`src/uip_pkg.sv`:
```
/*
 * Constants, field positions, source codes and carrier types for the
 * interrupt priority, FIFO setup and line format block.
 * Assumes a 3-bit parallel register port on the device clock.
 */
`default_nettype none
package uip_pkg;
	// Register port addresses
	localparam logic [2:0] ADDR_DATA = 3'h0;
	localparam logic [2:0] ADDR_IER = 3'h1;
	localparam logic [2:0] ADDR_ISR = 3'h2;
	localparam logic [2:0] ADDR_LCR = 3'h3;
	localparam logic [2:0] ADDR_LSR = 3'h5;
	localparam logic [2:0] ADDR_MSR = 3'h6;
	localparam logic [7:0] LCR_EFR_KEY = 8'hbf;
	// Reset values
	localparam logic [7:0] IER_RESET = 8'h00;
	localparam logic [7:0] EFR_RESET = 8'h00;
	localparam logic [7:0] LCR_RESET = 8'h00;
	localparam logic [1:0] TRIG_RESET = 2'h0;
	// Field positions
	localparam int EFR_ENH = 4;
	localparam int EFR_ARTS = 6;
	localparam int EFR_ACTS = 7;
	localparam int IER_RX = 0;
	localparam int IER_TX = 1;
	localparam int IER_LS = 2;
	localparam int IER_MS = 3;
	localparam int IER_XOFF = 5;
	localparam int IER_RTS = 6;
	localparam int IER_CTS = 7;
	localparam int FCR_EN = 0;
	localparam int FCR_RXRST = 1;
	localparam int FCR_TXRST = 2;
	localparam int LCR_DLAB = 7;
	// Source codes in bits 5:0
	localparam logic [5:0] CODE_LS = 6'h06;
	localparam logic [5:0] CODE_TO = 6'h0c;
	localparam logic [5:0] CODE_RX = 6'h04;
	localparam logic [5:0] CODE_TX = 6'h02;
	localparam logic [5:0] CODE_MS = 6'h00;
	localparam logic [5:0] CODE_XS = 6'h10;
	localparam logic [5:0] CODE_CR = 6'h20;
	localparam logic [5:0] CODE_NONE = 6'h01;
	// Timeout figures, in characters and bits
	localparam logic [6:0] TO_CHARS = 7'h04;
	localparam logic [6:0] TO_EXTRA_BITS = 7'h0c;
	localparam logic [3:0] FRAME_OVERHEAD = 4'h2;
	localparam logic [3:0] MIN_WORD_BITS = 4'h5;
	// Pending sources, highest priority first
	typedef struct packed {
		logic ls;
		logic to;
		logic rx;
		logic tx;
		logic ms;
		logic xs;
		logic cr;
	} uip_pend_t;
	// Trigger field to character count
	function automatic logic [4:0] uip_trig(input logic [1:0] sel);
		case (sel)
			2'h0: uip_trig = 5'h01;
			2'h1: uip_trig = 5'h04;
			2'h2: uip_trig = 5'h08;
			default: uip_trig = 5'h0e;
		endcase
	endfunction
endpackage
`default_nettype wire

```
`src/uip_rx_timeout.sv`:
```
/*
 * Receive timeout timer: counts bit ticks while the receive FIFO holds
 * data and no character moves.
 * Assumes a one-cycle bit_tick from the baud generator, same clock.
 */
`default_nettype none
module uip_rx_timeout
	import uip_pkg::*;
(
	input wire logic clock,
	input wire logic srst,
	input wire logic bit_tick,
	input wire logic [3:0] char_bits,
	input wire logic rx_nonempty,
	input wire logic restart,
	output logic timeout_q
);
	logic [6:0] count_q, count_d;
	logic timeout_d;
	logic [6:0] limit;

	// Four frames plus twelve bits; frame = start, data, stop
	assign limit = 7'(TO_CHARS * 7'(char_bits + FRAME_OVERHEAD)) + TO_EXTRA_BITS;

	////////////////////////////////////////////////////////////////////
	// Count and expiry
	always_comb begin
		count_d = count_q;
		timeout_d = timeout_q;
		if (restart || !rx_nonempty) begin
			count_d = 7'h00;
			timeout_d = 1'b0;
		end else if (bit_tick && !timeout_q) begin
			count_d = count_q + 7'h01;
			if (count_q + 7'h01 >= limit) begin
				timeout_d = 1'b1;
			end
		end
	end

	always_ff @(posedge clock) begin
		if (srst) begin
			count_q <= 7'h00;
			timeout_q <= 1'b0;
		end else begin
			count_q <= count_d;
			timeout_q <= timeout_d;
		end
	end

	property p_to_clear;
		@(posedge clock) disable iff (srst) restart |=> !timeout_q;
	endproperty
	a_to_clear: assert property (p_to_clear) else $error("timeout survived restart");
endmodule
`default_nettype wire

```
`src/uip_core.sv`:
```
/*
 * Interrupt priority encoder, interrupt set/clear, FIFO setup and
 * line format registers behind the 3-bit parallel register port.
 * Assumes the serialisers and FIFOs outside supply counts, status and
 * event pulses on the same clock; only the CTS pin is asynchronous.
 */
`default_nettype none
module uip_core
	import uip_pkg::*;
(
	input wire logic clock,
	input wire logic srst,
	input wire logic [2:0] bus_addr,
	input wire logic bus_wr,
	input wire logic bus_rd,
	input wire logic [7:0] bus_wdata,
	output logic [7:0] bus_rdata,
	output logic irq,
	input wire logic [7:0] rx_data,
	input wire logic [4:0] rx_count,
	input wire logic [4:0] tx_count,
	input wire logic [7:0] line_cond,
	input wire logic [7:0] modem_cond,
	input wire logic xoff_match,
	input wire logic xon_match,
	input wire logic special_match,
	input wire logic rx_char,
	input wire logic bit_tick,
	input wire logic wake,
	input wire logic cts_n_pin,
	input wire logic rts_n_out,
	output logic [7:0] thr_data,
	output logic thr_write,
	output logic rhr_read,
	output logic lsr_read,
	output logic msr_read,
	output logic fifo_enable,
	output logic rx_fifo_reset,
	output logic tx_fifo_reset,
	output logic [4:0] rx_trig_level,
	output logic [4:0] tx_trig_level,
	output logic [3:0] word_length,
	output logic [7:0] line_format_reg,
	output logic [7:0] enhanced_feature_reg,
	output logic [7:0] interrupt_enable_reg
);
	logic [7:0] ier_q, ier_d, efr_q, efr_d, lcr_q, lcr_d, rdata_q, rdata_d, thr_q, thr_d;
	logic fen_q, fen_d, rxrst_q, rxrst_d, txrst_q, txrst_d;
	logic thrw_q, thrw_d, rhrr_q, rhrr_d, lsrr_q, lsrr_d, msrr_q, msrr_d;
	logic [1:0] rxtrig_q, rxtrig_d, txtrig_q, txtrig_d;
	uip_pend_t pend_q, pend_d, pend_en;
	logic xoff_q, xoff_d, spec_q, spec_d, wake_q, wake_d;
	logic cts_s1_q, cts_s2_q, cts_prev_q, rts_prev_q, lerr_prev_q, merr_prev_q;
	logic [4:0] tx_prev_q;
	logic tx_over_q, tx_over_d;
	logic timeout;
	logic enh, efr_sel, rd_isr, rd_data, wr_data_reg;
	logic [5:0] isr_code;
	logic [4:0] rx_trig, tx_trig;
	logic tx_event, rx_ready, cts_rise, rts_rise, lerr, merr;

	////////////////////////////////////////////////////////////////////
	// Decode helpers
	assign enh = efr_q[EFR_ENH];
	assign efr_sel = (lcr_q == LCR_EFR_KEY);
	assign rd_isr = bus_rd && bus_addr == ADDR_ISR && !efr_sel;
	assign rd_data = bus_rd && bus_addr == ADDR_DATA && !lcr_q[LCR_DLAB];
	assign wr_data_reg = bus_wr && bus_addr == ADDR_DATA && !lcr_q[LCR_DLAB];
	assign rx_trig = fen_q ? uip_trig(rxtrig_q) : 5'h01;
	assign tx_trig = fen_q ? uip_trig(txtrig_q) : 5'h01;

	// CTS pin crosses in through two flops; edges seen only after that
	assign cts_rise = cts_s2_q && !cts_prev_q;
	assign rts_rise = rts_n_out && !rts_prev_q;
	assign lerr = |line_cond[4:1];
	assign merr = |modem_cond[3:0];

	// Receive ready is a level against the trigger, no latch needed
	assign rx_ready = fen_q ? (rx_count >= rx_trig) : (rx_count != 5'h00);

	// Falls below trigger after a reload above it, otherwise only on empty
	assign tx_event = tx_over_q ? (tx_count < tx_trig && tx_prev_q >= tx_trig)
		: (tx_count == 5'h00 && tx_prev_q != 5'h00);

	////////////////////////////////////////////////////////////////////
	// Receive timeout timer
	uip_rx_timeout u_timeout (
		.clock(clock),
		.srst(srst),
		.bit_tick(bit_tick),
		.char_bits(word_length),
		.rx_nonempty(rx_count != 5'h00),
		.restart(rx_char || rhrr_q),
		.timeout_q(timeout)
	);

	////////////////////////////////////////////////////////////////////
	// Enabled sources and priority encode
	always_comb begin
		pend_en = pend_q;
		pend_en.ls = pend_q.ls && ier_q[IER_LS];
		pend_en.to = timeout && ier_q[IER_RX] && fen_q;
		pend_en.rx = rx_ready && ier_q[IER_RX];
		pend_en.tx = pend_q.tx && ier_q[IER_TX];
		pend_en.ms = pend_q.ms && ier_q[IER_MS];
		pend_en.xs = (xoff_q || spec_q) && enh;
		pend_en.cr = pend_q.cr && enh;
		// Fixed priority; lower sources wait behind the one shown
		if (pend_en.ls) isr_code = CODE_LS;
		else if (pend_en.to) isr_code = CODE_TO;
		else if (pend_en.rx) isr_code = CODE_RX;
		else if (pend_en.tx) isr_code = CODE_TX;
		else if (pend_en.ms) isr_code = CODE_MS;
		else if (pend_en.xs) isr_code = CODE_XS;
		else if (pend_en.cr) isr_code = CODE_CR;
		else isr_code = CODE_NONE;
	end

	assign irq = (|pend_en) || wake_q;

	////////////////////////////////////////////////////////////////////
	// Registers, sticky sources and read data
	always_comb begin
		ier_d = ier_q;
		efr_d = efr_q;
		lcr_d = lcr_q;
		thr_d = thr_q;
		fen_d = fen_q;
		rxtrig_d = rxtrig_q;
		txtrig_d = txtrig_q;
		rxrst_d = 1'b0;
		txrst_d = 1'b0;
		thrw_d = wr_data_reg;
		rhrr_d = rd_data;
		lsrr_d = bus_rd && bus_addr == ADDR_LSR;
		msrr_d = bus_rd && bus_addr == ADDR_MSR;
		rdata_d = rdata_q;
		pend_d = pend_q;
		xoff_d = xoff_q;
		spec_d = spec_q;
		wake_d = wake_q;
		tx_over_d = tx_over_q;
		// Writes
		if (bus_wr) begin
			case (bus_addr)
				ADDR_DATA: if (!lcr_q[LCR_DLAB]) thr_d = bus_wdata;
				ADDR_IER: begin
					if (!lcr_q[LCR_DLAB]) begin
						ier_d[3:0] = bus_wdata[3:0];
						if (enh) ier_d[7:4] = bus_wdata[7:4];
					end
				end
				ADDR_ISR: begin
					if (efr_sel) begin
						efr_d = bus_wdata;
					end else if (bus_wdata[FCR_EN]) begin
						fen_d = 1'b1;
						rxrst_d = bus_wdata[FCR_RXRST];
						txrst_d = bus_wdata[FCR_TXRST];
						rxtrig_d = bus_wdata[7:6];
						if (enh) txtrig_d = bus_wdata[5:4];
					end else begin
						fen_d = 1'b0;
					end
				end
				ADDR_LCR: lcr_d = bus_wdata;
				default: ;
			endcase
		end
		// Clears first, so a same-cycle set below wins
		if (bus_rd && bus_addr == ADDR_LSR) pend_d.ls = 1'b0;
		if (bus_rd && bus_addr == ADDR_MSR) begin
			pend_d.ms = 1'b0;
			pend_d.cr = 1'b0;
		end
		if (wr_data_reg) pend_d.tx = 1'b0;
		if (rd_isr) begin
			if (isr_code == CODE_TX) pend_d.tx = 1'b0;
			if (isr_code == CODE_XS) begin
				xoff_d = 1'b0;
				spec_d = 1'b0;
			end
			if (isr_code == CODE_NONE) wake_d = 1'b0;
		end
		if (xon_match) xoff_d = 1'b0;
		if (rx_char) spec_d = 1'b0;
		// Sets
		if (lerr && !lerr_prev_q) pend_d.ls = 1'b1;
		if (merr && !merr_prev_q) pend_d.ms = 1'b1;
		if (tx_event) pend_d.tx = 1'b1;
		// Enabling the source on an empty FIFO must still interrupt
		if (bus_wr && bus_addr == ADDR_IER && !lcr_q[LCR_DLAB] && bus_wdata[IER_TX]
			&& !ier_q[IER_TX] && tx_count == 5'h00) pend_d.tx = 1'b1;
		if (xoff_match && ier_q[IER_XOFF] && enh) xoff_d = 1'b1;
		if (special_match && efr_q[5] && ier_q[IER_XOFF] && enh) spec_d = 1'b1;
		// The CTS enable with enhanced mode arms the edge; auto flow need not be on
		if (cts_rise && ier_q[IER_CTS] && enh) pend_d.cr = 1'b1;
		if (rts_rise && ier_q[IER_RTS] && efr_q[EFR_ARTS] && enh) pend_d.cr = 1'b1;
		if (wake) wake_d = 1'b1;
		pend_d.to = 1'b0;
		pend_d.rx = 1'b0;
		pend_d.xs = 1'b0;
		// Reload tracking for the transmit trigger
		if (tx_count > tx_trig) tx_over_d = 1'b1;
		else if (tx_count == 5'h00) tx_over_d = 1'b0;
		// Read data, registered
		if (bus_rd) begin
			case (bus_addr)
				ADDR_DATA: rdata_d = lcr_q[LCR_DLAB] ? 8'h00 : rx_data;
				ADDR_IER: rdata_d = lcr_q[LCR_DLAB] ? 8'h00 : ier_q;
				ADDR_ISR: rdata_d = efr_sel ? efr_q : {{2{fen_q}}, isr_code};
				ADDR_LCR: rdata_d = lcr_q;
				ADDR_LSR: rdata_d = line_cond;
				ADDR_MSR: rdata_d = modem_cond;
				default: rdata_d = 8'h00;
			endcase
		end
	end

	always_ff @(posedge clock) begin
		if (srst) begin
			ier_q <= IER_RESET;
			efr_q <= EFR_RESET;
			lcr_q <= LCR_RESET;
			thr_q <= 8'h00;
			fen_q <= 1'b0;
			rxtrig_q <= TRIG_RESET;
			txtrig_q <= TRIG_RESET;
			rxrst_q <= 1'b0;
			txrst_q <= 1'b0;
			thrw_q <= 1'b0;
			rhrr_q <= 1'b0;
			lsrr_q <= 1'b0;
			msrr_q <= 1'b0;
			rdata_q <= 8'h00;
			pend_q <= '0;
			xoff_q <= 1'b0;
			spec_q <= 1'b0;
			wake_q <= 1'b0;
			tx_over_q <= 1'b0;
			tx_prev_q <= 5'h00;
			// Idle level of both active-low lines, so no false edge after reset
			cts_s1_q <= 1'b1;
			cts_s2_q <= 1'b1;
			cts_prev_q <= 1'b1;
			rts_prev_q <= 1'b1;
			lerr_prev_q <= 1'b0;
			merr_prev_q <= 1'b0;
		end else begin
			ier_q <= ier_d;
			efr_q <= efr_d;
			lcr_q <= lcr_d;
			thr_q <= thr_d;
			fen_q <= fen_d;
			rxtrig_q <= rxtrig_d;
			txtrig_q <= txtrig_d;
			rxrst_q <= rxrst_d;
			txrst_q <= txrst_d;
			thrw_q <= thrw_d;
			rhrr_q <= rhrr_d;
			lsrr_q <= lsrr_d;
			msrr_q <= msrr_d;
			rdata_q <= rdata_d;
			pend_q <= pend_d;
			xoff_q <= xoff_d;
			spec_q <= spec_d;
			wake_q <= wake_d;
			tx_over_q <= tx_over_d;
			tx_prev_q <= tx_count;
			cts_s1_q <= cts_n_pin;
			cts_s2_q <= cts_s1_q;
			cts_prev_q <= cts_s2_q;
			rts_prev_q <= rts_n_out;
			lerr_prev_q <= lerr;
			merr_prev_q <= merr;
		end
	end

	////////////////////////////////////////////////////////////////////
	// Outputs
	assign bus_rdata = rdata_q;
	assign thr_data = thr_q;
	assign thr_write = thrw_q;
	assign rhr_read = rhrr_q;
	assign lsr_read = lsrr_q;
	assign msr_read = msrr_q;
	assign fifo_enable = fen_q;
	assign rx_fifo_reset = rxrst_q;
	assign tx_fifo_reset = txrst_q;
	assign rx_trig_level = uip_trig(rxtrig_q);
	assign tx_trig_level = uip_trig(txtrig_q);
	assign word_length = MIN_WORD_BITS + {2'b00, lcr_q[1:0]};
	assign line_format_reg = lcr_q;
	assign enhanced_feature_reg = efr_q;
	assign interrupt_enable_reg = ier_q;

	////////////////////////////////////////////////////////////////////
	// Checks
	property p_none_code;
		@(posedge clock) disable iff (srst)
		rd_isr && !(|pend_en) |=> bus_rdata[5:0] == CODE_NONE;
	endproperty
	a_none_code: assert property (p_none_code) else $error("idle code wrong");

	property p_ls_first;
		@(posedge clock) disable iff (srst)
		rd_isr && pend_en.ls |=> bus_rdata[5:0] == CODE_LS;
	endproperty
	a_ls_first: assert property (p_ls_first) else $error("line status not first");

	property p_fifo_bits;
		@(posedge clock) disable iff (srst)
		rd_isr |=> bus_rdata[7:6] == {2{$past(fen_q)}};
	endproperty
	a_fifo_bits: assert property (p_fifo_bits) else $error("fifo bits wrong");

	property p_fcr_ignore;
		@(posedge clock) disable iff (srst)
		bus_wr && bus_addr == ADDR_ISR && !efr_sel && !bus_wdata[FCR_EN]
		|=> !fen_q && $stable(rxtrig_q) && !rx_fifo_reset;
	endproperty
	a_fcr_ignore: assert property (p_fcr_ignore) else $error("setup bits taken");

	property p_rx_reset;
		@(posedge clock) disable iff (srst)
		bus_wr && bus_addr == ADDR_ISR && !efr_sel && bus_wdata[FCR_EN] && bus_wdata[FCR_RXRST]
		|=> rx_fifo_reset ##1 !rx_fifo_reset;
	endproperty
	a_rx_reset: assert property (p_rx_reset) else $error("rx reset not one pulse");

	property p_tx_lock;
		@(posedge clock) disable iff (srst)
		bus_wr && bus_addr == ADDR_ISR && !efr_sel && !enh |=> $stable(txtrig_q);
	endproperty
	a_tx_lock: assert property (p_tx_lock) else $error("tx trigger written");

	property p_thr_clear;
		@(posedge clock) disable iff (srst)
		wr_data_reg && !tx_event |=> !pend_q.tx && thr_write;
	endproperty
	a_thr_clear: assert property (p_thr_clear) else $error("tx source not cleared");

	property p_cts;
		@(posedge clock) disable iff (srst)
		cts_rise && ier_q[IER_CTS] && enh |=> pend_q.cr ##0 irq;
	endproperty
	a_cts: assert property (p_cts) else $error("cts edge lost");

	property p_wlen;
		@(posedge clock) disable iff (srst)
		bus_wr && bus_addr == ADDR_LCR |=> word_length == 4'h5 + {2'b00, $past(bus_wdata[1:0])};
	endproperty
	a_wlen: assert property (p_wlen) else $error("word length wrong");

	property p_ls_irq;
		@(posedge clock) disable iff (srst)
		lerr && !lerr_prev_q && ier_q[IER_LS] |=> irq;
	endproperty
	a_ls_irq: assert property (p_ls_irq) else $error("line status irq missing");

	c_timeout: cover property (@(posedge clock) disable iff (srst) rd_isr && isr_code == CODE_TO);
	c_tx_irq: cover property (@(posedge clock) disable iff (srst) tx_event && ier_q[IER_TX]);
	c_xoff: cover property (@(posedge clock) disable iff (srst) rd_isr && isr_code == CODE_XS);
endmodule
`default_nettype wire

```
`config.mk`:
```
export PLATFORM = sky130hd
export DESIGN_NAME = uip_core
export DESIGN_NICKNAME = d
export VERILOG_FILES = /design/src/uip_pkg.sv /design/src/uip_rx_timeout.sv /design/src/uip_core.sv
export SDC_FILE = /design/constraint.sdc
export NUM_CORES = 1
export LEC_CHECK = 0
export BUFFER_PORTS_ARGS = -buffer_cell sky130_fd_sc_hd__buf_2
export CORE_MARGIN = 3
export CORE_UTILIZATION = 52
export CTS_CLUSTER_DIAMETER = 150
export DETAILED_ROUTE_END_ITERATION = 10
export HOLD_SLACK_MARGIN = 0.15
export PLACE_DENSITY_LB_ADDON = 0.2
export SYNTH_ARGS = -nofsm -noshare
export SYNTH_HDL_FRONTEND = slang
export SYNTH_HIERARCHICAL = 1
export SYNTH_SLANG_ARGS = --single-unit
export TNS_END_PERCENT = 5
```
`constraint.sdc`:
```
create_clock -name clock -period 3.1 [get_ports clock]
set_clock_uncertainty 0.2 [all_clocks]
set_input_delay 0.31 -clock clock [delete_from_list [all_inputs] [get_ports clock]]
set_output_delay 0.31 -clock clock [all_outputs]
set_load 0.02 [all_outputs]
```
==> impl_metrics.ini <==
[run_status]
status = finished clean

[worst_setup_path]
crit_fanout = 14
cp_data_required_time_ns = 3.14
startpoint_type = primary input
worst-endpoint-arrival_ns = 3.00
worstSetupPathType = in2reg
endpoint_kind = flop

[die]
start_util = 0.549
core_sq_um = 7450
rows = 31
die_h_um = 94.7
ios = 119
die_x_um = 94.7
dieArea_sq_um = 8970

[yosys]
synth_edf_count = 0
yosys.area.top_type_share = 0.382
synth_ff_type = dfxtp_1
synth_commonest_cells = dfxtp_1, nand2_1, nor2_1
synthesis.area_sq_um = 4090
synthCells = 496
ys_seq_elements = 78
ys_seq_area_frac = 0.382
synth_warnings = 6
yosysMostFrequentCell = dfxtp_1
synth_top_cell_by_area = dfxtp_1
synth_async_sr_flop_share = 0
yosysUniqueCellTypes = 58
syn_avg_cell_area_sq_um = 8.25
synthTopCellsByArea = dfxtp_1, ha_1, nand2_1, a21oi_1, mux2i_1

[routing]
vias = 4268
wl_per_cell_um = 17.2
dr.first_iter.drc_count = 315
drt-vias-per-instance = 5.86
drt-total-wl_um = 12600
antenna_left = 0
firstDrtPassIters = 5
drc = 0

[grt]
grt_antenna_before_repair = 0
gr-total-overflow = 0
track_usage = 0.276
grt_pass1_vias = 3877
grt_pass1_wl_um = 19100
grt_max_degree = 42

[sta]
hold_viol = 0
tightestPinTransition_ns = 0.670
period_share = 0.957
post-route-min-period_ns = 2.97
clock.fmax_mhz = 337
setup_viol = 0
tns_ns = 0
grt_setup_unrepaired = no
drv_slew = 0
relSlewSlack = 0.552

[power_and_ir_drop]
p_int_mw = 1.46
p_sw_frac = 0.282
irDropWorstVdd_mv = 0.400
p_seq_frac = 0.514
combPwrFrac = 0.140
switching_power_uw = 572
p_clk_frac = 0.346
power.total_mw = 2.03
cellPowerDensity_nw_per_um2 = 393
power.leakage_nw = 2.31

[layout]
postLayoutCellArea_sq_um = 5170
regArea_sq_um = 1570
fill_cells = 656
layout-drive-gt1-share = 0.246
multi_input_area_sq_um = 2340
area_growth_pct = 26.4
nets = 705
antennaDiodeCount = 0

[clocking]
clockBufferDepth = 2
htree_levels = 3
clk_pin_slew_ns = 0.08
cts_sinks = 78
tritoncts = yes
cts_root_buffer = clkbuf_8
clock_latency_ns = 0.35
numCtsBuffers = 9

[place]
dp_hpwl_um = 9130
placed_area_sq_um = 4710
portBuffers = 116
place_congestion = 0.927

[run]
max-cap-violations = 0

[hold_path]
hold_path_class = in2reg
==> per-stage QoR <==
stage | hold slack, ns | setup WS [ns] | utilization | instances
final | 0.186 | 0.135 | 0.694 | 728
after global routing | 0.186 | 0.0310 | 0.694 | 728
after CTS | 0.166 | 0.0170 | 0.692 | 727
after detailed placement | 0.213 | 0.407 | 0.632 | 684
after global placement | 0.192 | 0.500 | 0.632 | 684
after floorplan | 0.189 | 0.286 | - | 497
==> per-layer routing <==
layer	vias up	part of all wire	track usage
li1	2016	-	-
met1	1976	0.40	0.351
met2	246	0.47	0.459
met3	30	0.10	0.0637
met4	0	0.026	0.0938
met5	-	0	0
==> area by class of cell <==
class,count,area share
timing repair buffer,149,0.176
inverter,14,0.0102
multi-input combinational,372,0.454
tap,99,0.0240
sequential,78,0.303
clock buffer,11,0.0273
clock inverter,5,0.00653
==> cells by family after synthesis <==
logic type | synth area share
AND/OR/NAND/NOR | 0.241
other | 0.000917
buffers and inverters | 0.0471
adder cells (fa/ha/maj) | 0.0734
multiplexers | 0.0489
AO/OA/AOI/OAI | 0.181
flip-flops | 0.382
XOR/XNOR | 0.0257
==> critical path, cell delays in order <==
cell and delay [ns]:
dlygate4sd3_1 0.53, buf_2 0.29, inv_2 0.14, or3_1 0.54, nor2_8 0.20, o211ai_4 0.12
nor3_1 0.20, o21ai_0 0.11, dlygate4sd3_1 0.57
==> timing repair <==
item / 4_1_cts / 5_1_grt
gates resized for setup: 0 / 6
hold endpoints to repair: 55 / 0
pin swaps: 1 / 0
hold buffers: 27 / 0
endpoints found under the setup margin: 1 / 1
setup buffers: 0 / 1
==> power groups by stage <==
stage	clock, mW	sequential, mW	combinational, mW
global route	0.753	1.05	0.307
detailed placement	0	1.07	0.253
CTS	0.708	1.04	0.278
floorplan	0	1.08	0.143
finish	0.703	1.04	0.284
global placement	0	1.07	0.247
==> cells in the final DEF (no fill, tap or decap), drive strengths merged, types with 3 or more instances in the layout <==
cell / instances
buf: 122
dfxtp: 78
nand2: 66
nor2: 45
a21oi: 41
nand3: 28
dlygate4sd3: 27
ha: 24
o21ai: 21
mux2i: 20
inv: 14
clkbuf: 11
nor2b: 9
nor3: 9
o31ai: 8
xnor2: 8
a221oi: 8
or3: 7
a22o: 6
or2: 5
a22oi: 5
nand2b: 5
nand4: 4
and3: 4
o22ai: 4
or4: 4
xor2: 4
a211oi: 4
nor4: 3
a311oi: 3
nor3b: 3
o211ai: 3
clkinv: 3
==> worst paths after layout <==
path                                  start   endpoint  slack (ns)  depth (start not counted)
worst max register to register  rxtrig_q[1]     xoff_q        0.34                          9
worst min register to register  merr_prev_q  pend_q[2]        0.22                          1
worst min-delay path            bus_addr[2]   lsr_read        0.19                          3
worst max-delay path            bus_addr[1]     xoff_q        0.13                          9
No activity file was read; power rests on OpenSTA's default activity.
